$ cat src/hw/scd_defines.svh
// Function
// - Read returns one 12-bit word chosen by bits 0-4; words 0 to octal 20 only.
// - Test, clear, set and their test forms use descriptor bits 0-7 as a single bit number; only bits 0, 1, 3 and 118 respond.
// - Test returns addressed bit in result bit 0, other eleven bits zero.
// - Clear forces the addressed bit to zero.
// - Test/clear returns the addressed bit, then clears it.
// - Set forces the addressed bit to one.
// - Test/set returns the addressed bit, then sets it.
// - Clear all clears every bit except read-only ones.
// - Test error returns OR of register bits 0 through 39.
// - Memory data parity error sets status bit 0.
// - Storage unit zero address parity error sets status bit 1.
// - Error-correction event sets bit 3, which freezes bits 40-53, 190, 191.
// - Clearing bit 3 unlocks the frozen bits without resetting them.
// - Bit 183 records error type with bit 3: one means double.
// - Control bit 118 inhibits bit 3 for single errors only.
// - Descriptor: function in bits 9-11, address in bits 0-7, bit 8 unused.
// - A descriptor marks the channel full until one result input frees it.
// - Hardware status inputs win over any descriptor clear or set.
`ifndef SCD_DEFINES_SVH
`define SCD_DEFINES_SVH

// ********************************
// Register geometry
// ********************************
`define SCD_NBITS        192
`define SCD_NWORDS       17
`define SCD_LAST_WORD    5'h10
`define SCD_FUNC_MSB     11
`define SCD_FUNC_LSB     9
`define SCD_ADDR_MSB     7
`define SCD_WORD_MSB     4
`define SCD_TE_LAST      39

// ********************************
// Bit positions
// ********************************
`define SCD_BIT_CM_PAR   0
`define SCD_BIT_SU0_PAR  1
`define SCD_BIT_SECDED   3
`define SCD_SYN_LSB      40
`define SCD_SYN_MSB      53
`define SCD_BIT_INHIBIT  118
`define SCD_BIT_ERRTYPE  183
`define SCD_XTRA_LSB     190
`define SCD_XTRA_MSB     191

// ********************************
// Bit categories
// ********************************
`define SCD_MASK_RO   ((192'h3 << 190) | (192'h1 << 183) | (192'h3FFF << 40))
`define SCD_MASK_RW   ((192'h1 << 118) | 192'hB)
`define SCD_MASK_IMPL (`SCD_MASK_RO | `SCD_MASK_RW)
`define SCD_MASK_DS   (192'h1 << 118)
`define SCD_RESET     192'h0

// ********************************
// Bus map
// ********************************
`define SCD_OFF_DESC     4'h0
`define SCD_OFF_RESULT   4'h4
`define SCD_OFF_CHSTAT   4'h8
`define SCD_RESP_OKAY    2'h0
`define SCD_RESP_SLVERR  2'h2
`define SCD_RESP_DECERR  2'h3

`endif

$ cat src/hw/scd_pkg.sv
package scd_pkg;

    typedef enum logic [2:0] {
        SCD_FN_READ  = 3'h0,
        SCD_FN_TEST  = 3'h1,
        SCD_FN_CLR   = 3'h2,
        SCD_FN_TCLR  = 3'h3,
        SCD_FN_SET   = 3'h4,
        SCD_FN_TSET  = 3'h5,
        SCD_FN_CLRA  = 3'h6,
        SCD_FN_TERR  = 3'h7
    } scd_func_t;

    typedef enum logic [1:0] {
        SCD_CH_IDLE = 2'b01,
        SCD_CH_FULL = 2'b10
    } scd_ch_state_t;

endpackage

$ cat src/hw/scd_hw_if.sv
`timescale 1ns/1ps
`default_nettype none
interface scd_hw_if;
    logic         cm_err;
    logic         su0_err;
    logic         sgl_err;
    logic         dbl_err;
    logic [13:0]  syndrome;
    logic [1:0]   extra;
    logic         lock;
    logic         inhibit;
    logic [191:0] set_m;
    logic [191:0] load_m;
    logic [191:0] load_v;
    modport cap  (input cm_err, su0_err, sgl_err, dbl_err, syndrome, extra, lock, inhibit,
                  output set_m, load_m, load_v);
    modport bank (output cm_err, su0_err, sgl_err, dbl_err, syndrome, extra, lock, inhibit,
                  input set_m, load_m, load_v);
endinterface
`default_nettype wire

$ cat src/hw/scd_err_capture.sv
`timescale 1ns/1ps
`default_nettype none
`include "scd_defines.svh"
module scd_err_capture
    import scd_pkg::*;
(
    scd_hw_if.cap hw
);
    logic sec_evt;

    // ********************************
    // Hardware set and load masks
    // ********************************
    always_comb begin
        sec_evt = hw.dbl_err | (hw.sgl_err & ~hw.inhibit);
        hw.set_m = '0;
        hw.set_m[`SCD_BIT_CM_PAR]  = hw.cm_err;
        hw.set_m[`SCD_BIT_SU0_PAR] = hw.su0_err;
        hw.set_m[`SCD_BIT_SECDED]  = sec_evt;
        hw.load_m = '0;
        hw.load_v = '0;
        // Locked bits track the network only while the flag is clear
        if (!hw.lock) begin
            hw.load_m[`SCD_SYN_MSB:`SCD_SYN_LSB]   = '1;
            hw.load_v[`SCD_SYN_MSB:`SCD_SYN_LSB]   = hw.syndrome;
            hw.load_m[`SCD_XTRA_MSB:`SCD_XTRA_LSB] = '1;
            hw.load_v[`SCD_XTRA_MSB:`SCD_XTRA_LSB] = hw.extra;
            hw.load_m[`SCD_BIT_ERRTYPE] = sec_evt;
            hw.load_v[`SCD_BIT_ERRTYPE] = hw.dbl_err;
        end
    end

endmodule // scd_err_capture
`default_nettype wire

$ cat src/hw/scd_chan.sv
`timescale 1ns/1ps
`default_nettype none
`include "scd_defines.svh"
module scd_chan
    import scd_pkg::*;
(
    input  wire logic aclk,
    input  wire logic aresetn,
    input  wire logic issue,
    input  wire logic take,
    output logic      full
);
    scd_ch_state_t state_q;

    // ********************************
    // Channel full flag
    // ********************************
    always_ff @(posedge aclk) begin
        if (!aresetn) begin
            state_q <= SCD_CH_IDLE;
        end else begin
            case (state_q)
                SCD_CH_IDLE: if (issue) state_q <= SCD_CH_FULL;
                SCD_CH_FULL: if (take) state_q <= SCD_CH_IDLE;
                default:     state_q <= SCD_CH_IDLE;
            endcase
        end
    end

    assign full = (state_q == SCD_CH_FULL);
endmodule // scd_chan
`default_nettype wire

$ cat src/hw/scd_top.sv
// Register access over AXI4-Lite and the register offsets are this design's own decisions.
`timescale 1ns/1ps
`default_nettype none
`include "scd_defines.svh"
module scd_top
    import scd_pkg::*;
#(
    parameter int ADDR_W = 4
)(
    input  wire logic              aclk,
    input  wire logic              aresetn,
    input  wire logic [ADDR_W-1:0] s_axi_awaddr,
    input  wire logic [2:0]        s_axi_awprot,
    input  wire logic              s_axi_awvalid,
    output logic                   s_axi_awready,
    input  wire logic [31:0]       s_axi_wdata,
    input  wire logic [3:0]        s_axi_wstrb,
    input  wire logic              s_axi_wvalid,
    output logic                   s_axi_wready,
    output logic [1:0]             s_axi_bresp,
    output logic                   s_axi_bvalid,
    input  wire logic              s_axi_bready,
    input  wire logic [ADDR_W-1:0] s_axi_araddr,
    input  wire logic [2:0]        s_axi_arprot,
    input  wire logic              s_axi_arvalid,
    output logic                   s_axi_arready,
    output logic [31:0]            s_axi_rdata,
    output logic [1:0]             s_axi_rresp,
    output logic                   s_axi_rvalid,
    input  wire logic              s_axi_rready,
    input  wire logic              cm_parity_err,
    input  wire logic              su0_addr_parity_err,
    input  wire logic              secded_single,
    input  wire logic              secded_double,
    input  wire logic [13:0]       secded_syndrome,
    input  wire logic [1:0]        secded_extra,
    input  wire logic              deadstart,
    output logic [191:0]           scr_bits,
    output logic                   chan_full
);

    // ********************************
    // Elaboration checks
    // ********************************
    if (ADDR_W < 4) begin : g_bad_addr
        $error("ADDR_W must be at least 4");
    end

    logic [191:0] bits_q;
    logic [191:0] bits_d;
    logic [11:0]  result_q;
    logic [11:0]  result_d;
    logic         bvalid_q;
    logic [1:0]   bresp_q;
    logic         rvalid_q;
    logic [31:0]  rdata_q;
    logic [1:0]   rresp_q;
    logic         wr_fire;
    logic         rd_fire;
    logic         op_fire;
    logic         take;
    logic         full;
    logic [11:0]  desc;
    scd_func_t    op_func;
    logic [7:0]   op_addr;
    logic [4:0]   op_word;
    logic [191:0] op_onehot;
    logic         op_ok;
    logic         bit_sel;
    logic [11:0]  word_sel;
    logic [203:0] bits_ext;
    logic         any_err;

    // ********************************
    // Error capture and channel
    // ********************************
    scd_hw_if hw ();

    assign hw.cm_err   = cm_parity_err;
    assign hw.su0_err  = su0_addr_parity_err;
    assign hw.sgl_err  = secded_single;
    assign hw.dbl_err  = secded_double;
    assign hw.syndrome = secded_syndrome;
    assign hw.extra    = secded_extra;
    assign hw.lock     = bits_q[`SCD_BIT_SECDED];
    assign hw.inhibit  = bits_q[`SCD_BIT_INHIBIT];

    scd_err_capture u_cap (
        .hw (hw.cap)
    );

    scd_chan u_chan (
        .aclk    (aclk),
        .aresetn (aresetn),
        .issue   (op_fire),
        .take    (take),
        .full    (full)
    );

    // ********************************
    // Bus handshakes
    // ********************************
    // Address and data are taken together, so no skid storage is needed
    assign s_axi_awready = s_axi_awvalid & s_axi_wvalid & ~bvalid_q;
    assign s_axi_wready  = s_axi_awready;
    assign s_axi_arready = ~rvalid_q;
    assign wr_fire       = s_axi_awready;
    assign rd_fire       = s_axi_arvalid & s_axi_arready;
    assign s_axi_bvalid  = bvalid_q;
    assign s_axi_bresp   = bresp_q;
    assign s_axi_rvalid  = rvalid_q;
    assign s_axi_rdata   = rdata_q;
    assign s_axi_rresp   = rresp_q;
    assign scr_bits      = bits_q;
    assign chan_full     = full;

    // A blocked descriptor is refused with an error, not queued
    assign op_fire = wr_fire && (s_axi_awaddr[3:0] == `SCD_OFF_DESC)
                     && (&s_axi_wstrb[1:0]) && !full;
    assign take    = rd_fire && (s_axi_araddr[3:0] == `SCD_OFF_RESULT) && full;

    // ********************************
    // Descriptor decode
    // ********************************
    assign desc      = s_axi_wdata[11:0];
    assign op_func   = scd_func_t'(desc[`SCD_FUNC_MSB:`SCD_FUNC_LSB]);
    assign op_addr   = desc[`SCD_ADDR_MSB:0];
    assign op_word   = desc[`SCD_WORD_MSB:0];
    assign op_onehot = 192'h1 << op_addr;
    // Only writable implemented bits accept bit functions
    assign op_ok     = (op_addr < 8'(`SCD_NBITS))
                       && ((op_onehot & `SCD_MASK_RW) != '0);
    assign bit_sel   = op_ok & bits_q[op_addr];
    assign bits_ext  = {12'h000, bits_q};
    assign word_sel  = (op_word <= `SCD_LAST_WORD) ?
                       bits_ext[op_word * 12 +: 12] : 12'h000;
    assign any_err   = |bits_q[`SCD_TE_LAST:0];

    // ********************************
    // Result word
    // ********************************
    always_comb begin
        result_d = 12'h000;
        case (op_func)
            SCD_FN_READ: result_d = word_sel;
            SCD_FN_TEST: result_d = {11'h000, bit_sel};
            SCD_FN_TCLR: result_d = {11'h000, bit_sel};
            SCD_FN_TSET: result_d = {11'h000, bit_sel};
            SCD_FN_TERR: result_d = {11'h000, any_err};
            default:     result_d = 12'h000;
        endcase
    end

    always_ff @(posedge aclk) begin
        if (!aresetn) begin
            result_q <= 12'h000;
        end else if (op_fire) begin
            result_q <= result_d;
        end
    end

    // ********************************
    // Register bits
    // ********************************
    always_comb begin
        bits_d = bits_q;
        if (op_fire) begin
            case (op_func)
                SCD_FN_CLR, SCD_FN_TCLR: if (op_ok) bits_d = bits_d & ~op_onehot;
                SCD_FN_SET, SCD_FN_TSET: if (op_ok) bits_d = bits_d | op_onehot;
                SCD_FN_CLRA: bits_d = bits_d & ~`SCD_MASK_RW;
                default:     bits_d = bits_q;
            endcase
        end
        // Hardware inputs are applied last so they win over any descriptor
        bits_d = (bits_d & ~hw.load_m) | (hw.load_v & hw.load_m);
        bits_d = bits_d | hw.set_m;
        if (deadstart) begin
            bits_d = bits_d & ~`SCD_MASK_DS;
        end
        bits_d = bits_d & `SCD_MASK_IMPL;
    end

    always_ff @(posedge aclk) begin
        if (!aresetn) begin
            bits_q <= `SCD_RESET;
        end else begin
            bits_q <= bits_d;
        end
    end

    // ********************************
    // Write response
    // ********************************
    always_ff @(posedge aclk) begin
        if (!aresetn) begin
            bvalid_q <= 1'b0;
            bresp_q  <= `SCD_RESP_OKAY;
        end else if (wr_fire) begin
            bvalid_q <= 1'b1;
            if (op_fire) begin
                bresp_q <= `SCD_RESP_OKAY;
            end else if (s_axi_awaddr[3:0] == `SCD_OFF_DESC ||
                         s_axi_awaddr[3:0] == `SCD_OFF_RESULT ||
                         s_axi_awaddr[3:0] == `SCD_OFF_CHSTAT) begin
                bresp_q <= `SCD_RESP_SLVERR;
            end else begin
                bresp_q <= `SCD_RESP_DECERR;
            end
        end else if (s_axi_bready) begin
            bvalid_q <= 1'b0;
        end
    end

    // ********************************
    // Read response
    // ********************************
    always_ff @(posedge aclk) begin
        if (!aresetn) begin
            rvalid_q <= 1'b0;
            rdata_q  <= 32'h0000_0000;
            rresp_q  <= `SCD_RESP_OKAY;
        end else if (rd_fire) begin
            rvalid_q <= 1'b1;
            rresp_q  <= `SCD_RESP_OKAY;
            case (s_axi_araddr[3:0])
                `SCD_OFF_RESULT: rdata_q <= {20'h00000, result_q};
                `SCD_OFF_CHSTAT: rdata_q <= {31'h00000000, full};
                `SCD_OFF_DESC:   rdata_q <= 32'h0000_0000;
                default: begin
                    rdata_q <= 32'h0000_0000;
                    rresp_q <= `SCD_RESP_DECERR;
                end
            endcase
        end else if (s_axi_rready) begin
            rvalid_q <= 1'b0;
        end
    end
endmodule // scd_top
`default_nettype wire

$ cat config.mk
export PLATFORM = sky130hd
export DESIGN_NAME = scd_top
export DESIGN_NICKNAME = d
export VERILOG_FILES = /design/src/hw/scd_pkg.sv /design/src/hw/scd_hw_if.sv /design/src/hw/scd_err_capture.sv /design/src/hw/scd_chan.sv /design/src/hw/scd_top.sv
export VERILOG_INCLUDE_DIRS = /design/src /design/src/hw
export SDC_FILE = /design/constraint.sdc
export NUM_CORES = 1
export LEC_CHECK = 0
export BUFFER_PORTS_ARGS = -buffer_cell sky130_fd_sc_hd__buf_2
export CAP_MARGIN = 25
export CELL_PAD_IN_SITES_DETAIL_PLACEMENT = 0
export CELL_PAD_IN_SITES_GLOBAL_PLACEMENT = 1
export CORE_ASPECT_RATIO = 0.7
export CORE_MARGIN = 2
export CORE_UTILIZATION = 26
export CTS_BUF_LIST = sky130_fd_sc_hd__clkbuf_8 sky130_fd_sc_hd__clkbuf_16
export DETAILED_ROUTE_END_ITERATION = 10
export PLACE_DENSITY_LB_ADDON = 0.05
export SLEW_MARGIN = 25
export SYNTH_ARGS = -nofsm -noshare
export SYNTH_HDL_FRONTEND = slang
export SYNTH_SLANG_ARGS = --single-unit
$ cat constraint.sdc
create_clock -name aclk -period 1.9 [get_ports aclk]
set_input_delay 0.19 -clock aclk [delete_from_list [all_inputs] [get_ports aclk]]
set_output_delay 0.19 -clock aclk [all_outputs]
set_load 0.03 [all_outputs]
==> results.cfg <==
[die]
die_y_um = 106
floorplan.rows = 37
die_width_um = 149
placeableCoreArea_mm2 = 0.0146
fp.dieArea_mm2 = 0.0158
start_util_pct = 26.4
floorplan.io_pins = 312

[yosys]
dominantRegCellSynth = dfxtp_1
seq_area_frac_synth_pct = 27.1
synth-warning-count = 0
ys_async_sr_fraction_pct = 0
number_of_storage_elements_in_the_synthesis_netlist = 52
postSynthAreaPerCell_um2 = 8.24
synth_cells = 467
syn_area_mm2 = 0.00385
synth_edf_count = 0
yosys_cell_types = 56

[global_route]
use_met1_pct = 16.4
grt_first_pass_wirelength_um = 13600
gr-total-overflow = 0
global_route.usage.total_pct = 11.2
antenna_found_initial = 0
fraction_of_met3_tracks_used_by_global_routing_pct = 2.81
grt_start_max_net_pins = 31
gr-usage-met2_pct = 16.7
first_global_vias = 2384
grt.busiest_layer = met2

[power]
internal_power_mw = 1.90
sequentialPowerShare_pct = 37.2
clock_power_share_pct = 34.4
ir_drop_mv = 0.430
fin_total_pwr_mw = 3.12
power.density_cell_area_mw_per_mm2 = 781
share_comb_of_total_power_pct = 28.4
switchingPower_mw = 1.23
total_leakage_power_nw = 2.02
power.switching_fraction_pct = 39.3

[worst_setup_path]
timing.critical_path.fanout_max = 8
crit-reg2reg-launch = s_axi_bvalid$_SDFFE_PN0P_
ff2ff_setup_slack_ps = 260
critPathArrivalTime_ps = 1860
worstRegToRegCells = 4
critical_path.startpoint_type = register
critPathCaptureType = register
crit-reg2reg-capture = scr_bits[3]$_SDFF_PN0_
worstPathRequired_ps = 2120
setup.worst_path.class = register to register

[finish]
final_nets = 633
seq_area_mm2 = 0.00104
finish.utilization_pct = 27.4
drive_above_1_share_pct = 21.8
multi_input_area_mm2 = 0.00194
flow.area_growth_from_synthesis_pct = 4.00
antenna_cells = 0
num-fill-cells = 1610

[routing]
initialDrtViolationCount = 80
dr.pass1.iters = 4
drt-vias-per-instance = 3.68
vias = 2765
antenna_violating_nets_remaining = 0
routed_wire_length_per_instance_um = 12.2
drc_errors = 0
wirelength_um = 9130

[place]
gp_congestion = 0.745
placement.setup.worst_slack_ps = 91.8
buffer_ports.inserted = 91
detailed_place_hpwl_um = 7370

[clock_tree]
clock_tree.root_cell = clkbuf_16
cts.reportedPaths.clkPinSlew_ps = 70
cts-hold-fix-buffers = 0
clk_path_buf_depth = 2
cts_inserted_buffers = 5
cts_htree_levels = 2
postCtsSetupBuffers = 0
clk_latency_ps = 300
clock_tree_from_tritoncts = done
clkSinkCount = 52

[sta]
achievable-frequency_ghz = 0.608
post-route-min-period_ps = 1640
setup_viol = 0
pnr_worst_setup_slack_ps = 256
maxSlewViolCount = 0
final-hold-violation-count = 0
tightestPinTransition_ps = 696
layout_worst_path_cycle_share_pct = 86.5
skew_final_ps = 5.51
rsz0062_at_grt = false
setup_tns_ps = 0
maxSlewHeadroom_pct = 53.1

[hold_path]
min_to = scr_bits[118]$_SDFFE_PP0P_
holdCritPathClass = primary input to register
holdCritStartpoint = deadstart
min_path_cells = 2

[flow_run]
timing.max_cap.violations = 0

[run_status]
run_status = finished, final reports clean
-- critical path, stage by stage (launching register included) --
cell     delay [ps]
dfxtp_1         330
and3b_1         280
nand4_4         180
or4_1           570
a41oi_1         210
-- worst max path at each step --
stage	endpoint	cells after the start	from
after global placement	scr_bits[3]$_SDFF_PN0_	5	s_axi_awaddr[2]
after detailed placement	scr_bits[3]$_SDFF_PN0_	5	s_axi_awaddr[2]
after global routing	scr_bits[118]$_SDFFE_PP0P_	5	s_axi_bvalid$_SDFFE_PN0P_
after floorplan	scr_bits[3]$_SDFF_PN0_	5	s_axi_bvalid$_SDFFE_PN0P_
final	scr_bits[3]$_SDFF_PN0_	4	s_axi_bvalid$_SDFFE_PN0P_
after CTS	scr_bits[3]$_SDFF_PN0_	4	s_axi_bvalid$_SDFFE_PN0P_
-- area by class of cell --
cell class | instances | area share [%]
Multi-Input combinational cell | 381 | 48.5
Inverter | 9 | 0.845
Tap cell | 195 | 6.10
Timing Repair Buffer | 106 | 14.2
Clock buffer | 5 | 3.13
Sequential cell | 52 | 26.0
Clock inverter | 3 | 1.16
-- metal layers --
| metal | routed length, µm | up-vias |
|---|---|---|
| met4 | 28 | 0 |
| met2 | 3810 | 153 |
| met1 | 4580 | 1244 |
| met3 | 713 | 3 |
| met5 | 0 | - |
| li1 | - | 1365 |
-- through the flow --
step           instances  instance area, µm²  hold slack, ps
2_1_floorplan        657                4560             267
3_3_place_gp         743                3820             361
3_5_place_dp         743                3820             372
4_1_cts              751                3990            51.7
5_1_grt              751                4000            61.8
6_report             751                4000            56.2
-- Yosys cell counts (all sizes together), types with 2 or more instances --
cell / n / share of area (%)
nor2: 41 / 4.0
inv: 9 / 0.88
mux2i: 18 / 4.7
a22o: 2 / 0.46
and4: 2 / 0.46
nand4: 3 / 0.65
or4: 4 / 0.88
nor2b: 2 / 0.33
a21oi: 14 / 1.8
nand2b: 5 / 0.81
a211oi: 5 / 0.98
nand2: 21 / 2.0
nor4b: 2 / 0.46
buf: 206 / 39
and3b: 3 / 0.68
nand4b: 2 / 0.46
o31a: 2 / 0.46
a22oi: 11 / 2.1
o21ai: 6 / 0.78
o31ai: 2 / 0.39
nor3b: 5 / 0.98
nand3: 12 / 1.6
a31oi: 3 / 0.49
nor4: 3 / 1.2
dfxtp: 52 / 27
clkbuf: 9 / 0.88
a211o: 2 / 0.46
-- cells in the final DEF (no fill, tap or decap), types with 3 or more instances in the layout --
cell type  synthesis  routed
and3b_1            3       3
inv_1              8       8
nor3b_1            5       5
o21ai_0            5       5
buf_4            195      15
nand2b_1           5       5
dfxtp_1           52      52
clkbuf_16          0       5
nor2_1            41      41
a21oi_1           14      14
a22oi_1           11      11
buf_2              4      91
a211oi_1           5       5
conb_1             1     191
nand2_1           21      21
nand3_1           12      12
or4_1              3       3
mux2i_1           18      18
a31oi_1            3       3
-- power by group through the flow --
stage	Clock, mW	Sequential (mW)	Combinational [mW]
after floorplan	0	1.25	0.970
after global placement	0	1.19	0.883
after detailed placement	0	1.19	0.882
after CTS	1.11	1.17	0.884
after global routing	1.16	1.17	0.949
final	1.07	1.16	0.888
-- kinds of logic (layout without fill, tap and decap cells) --
group / count (synthesis) / in the layout / share of synthesized area [%]
flops: 52 / 52 / 27.1
simple gates: 112 / 112 / 16.0
mux: 19 / 19 / 4.98
buf+inv: 224 / 123 / 41.2
other cells: 1 / 191 / 0.0975
compound gates: 59 / 59 / 10.6
-- timing repair --
action	in CTS	in global routing
resized for setup	0	1
hold endpoints to repair	0	0
setup endpoints to repair	0	2
Note: power is estimated with default switching activity, not from simulation.
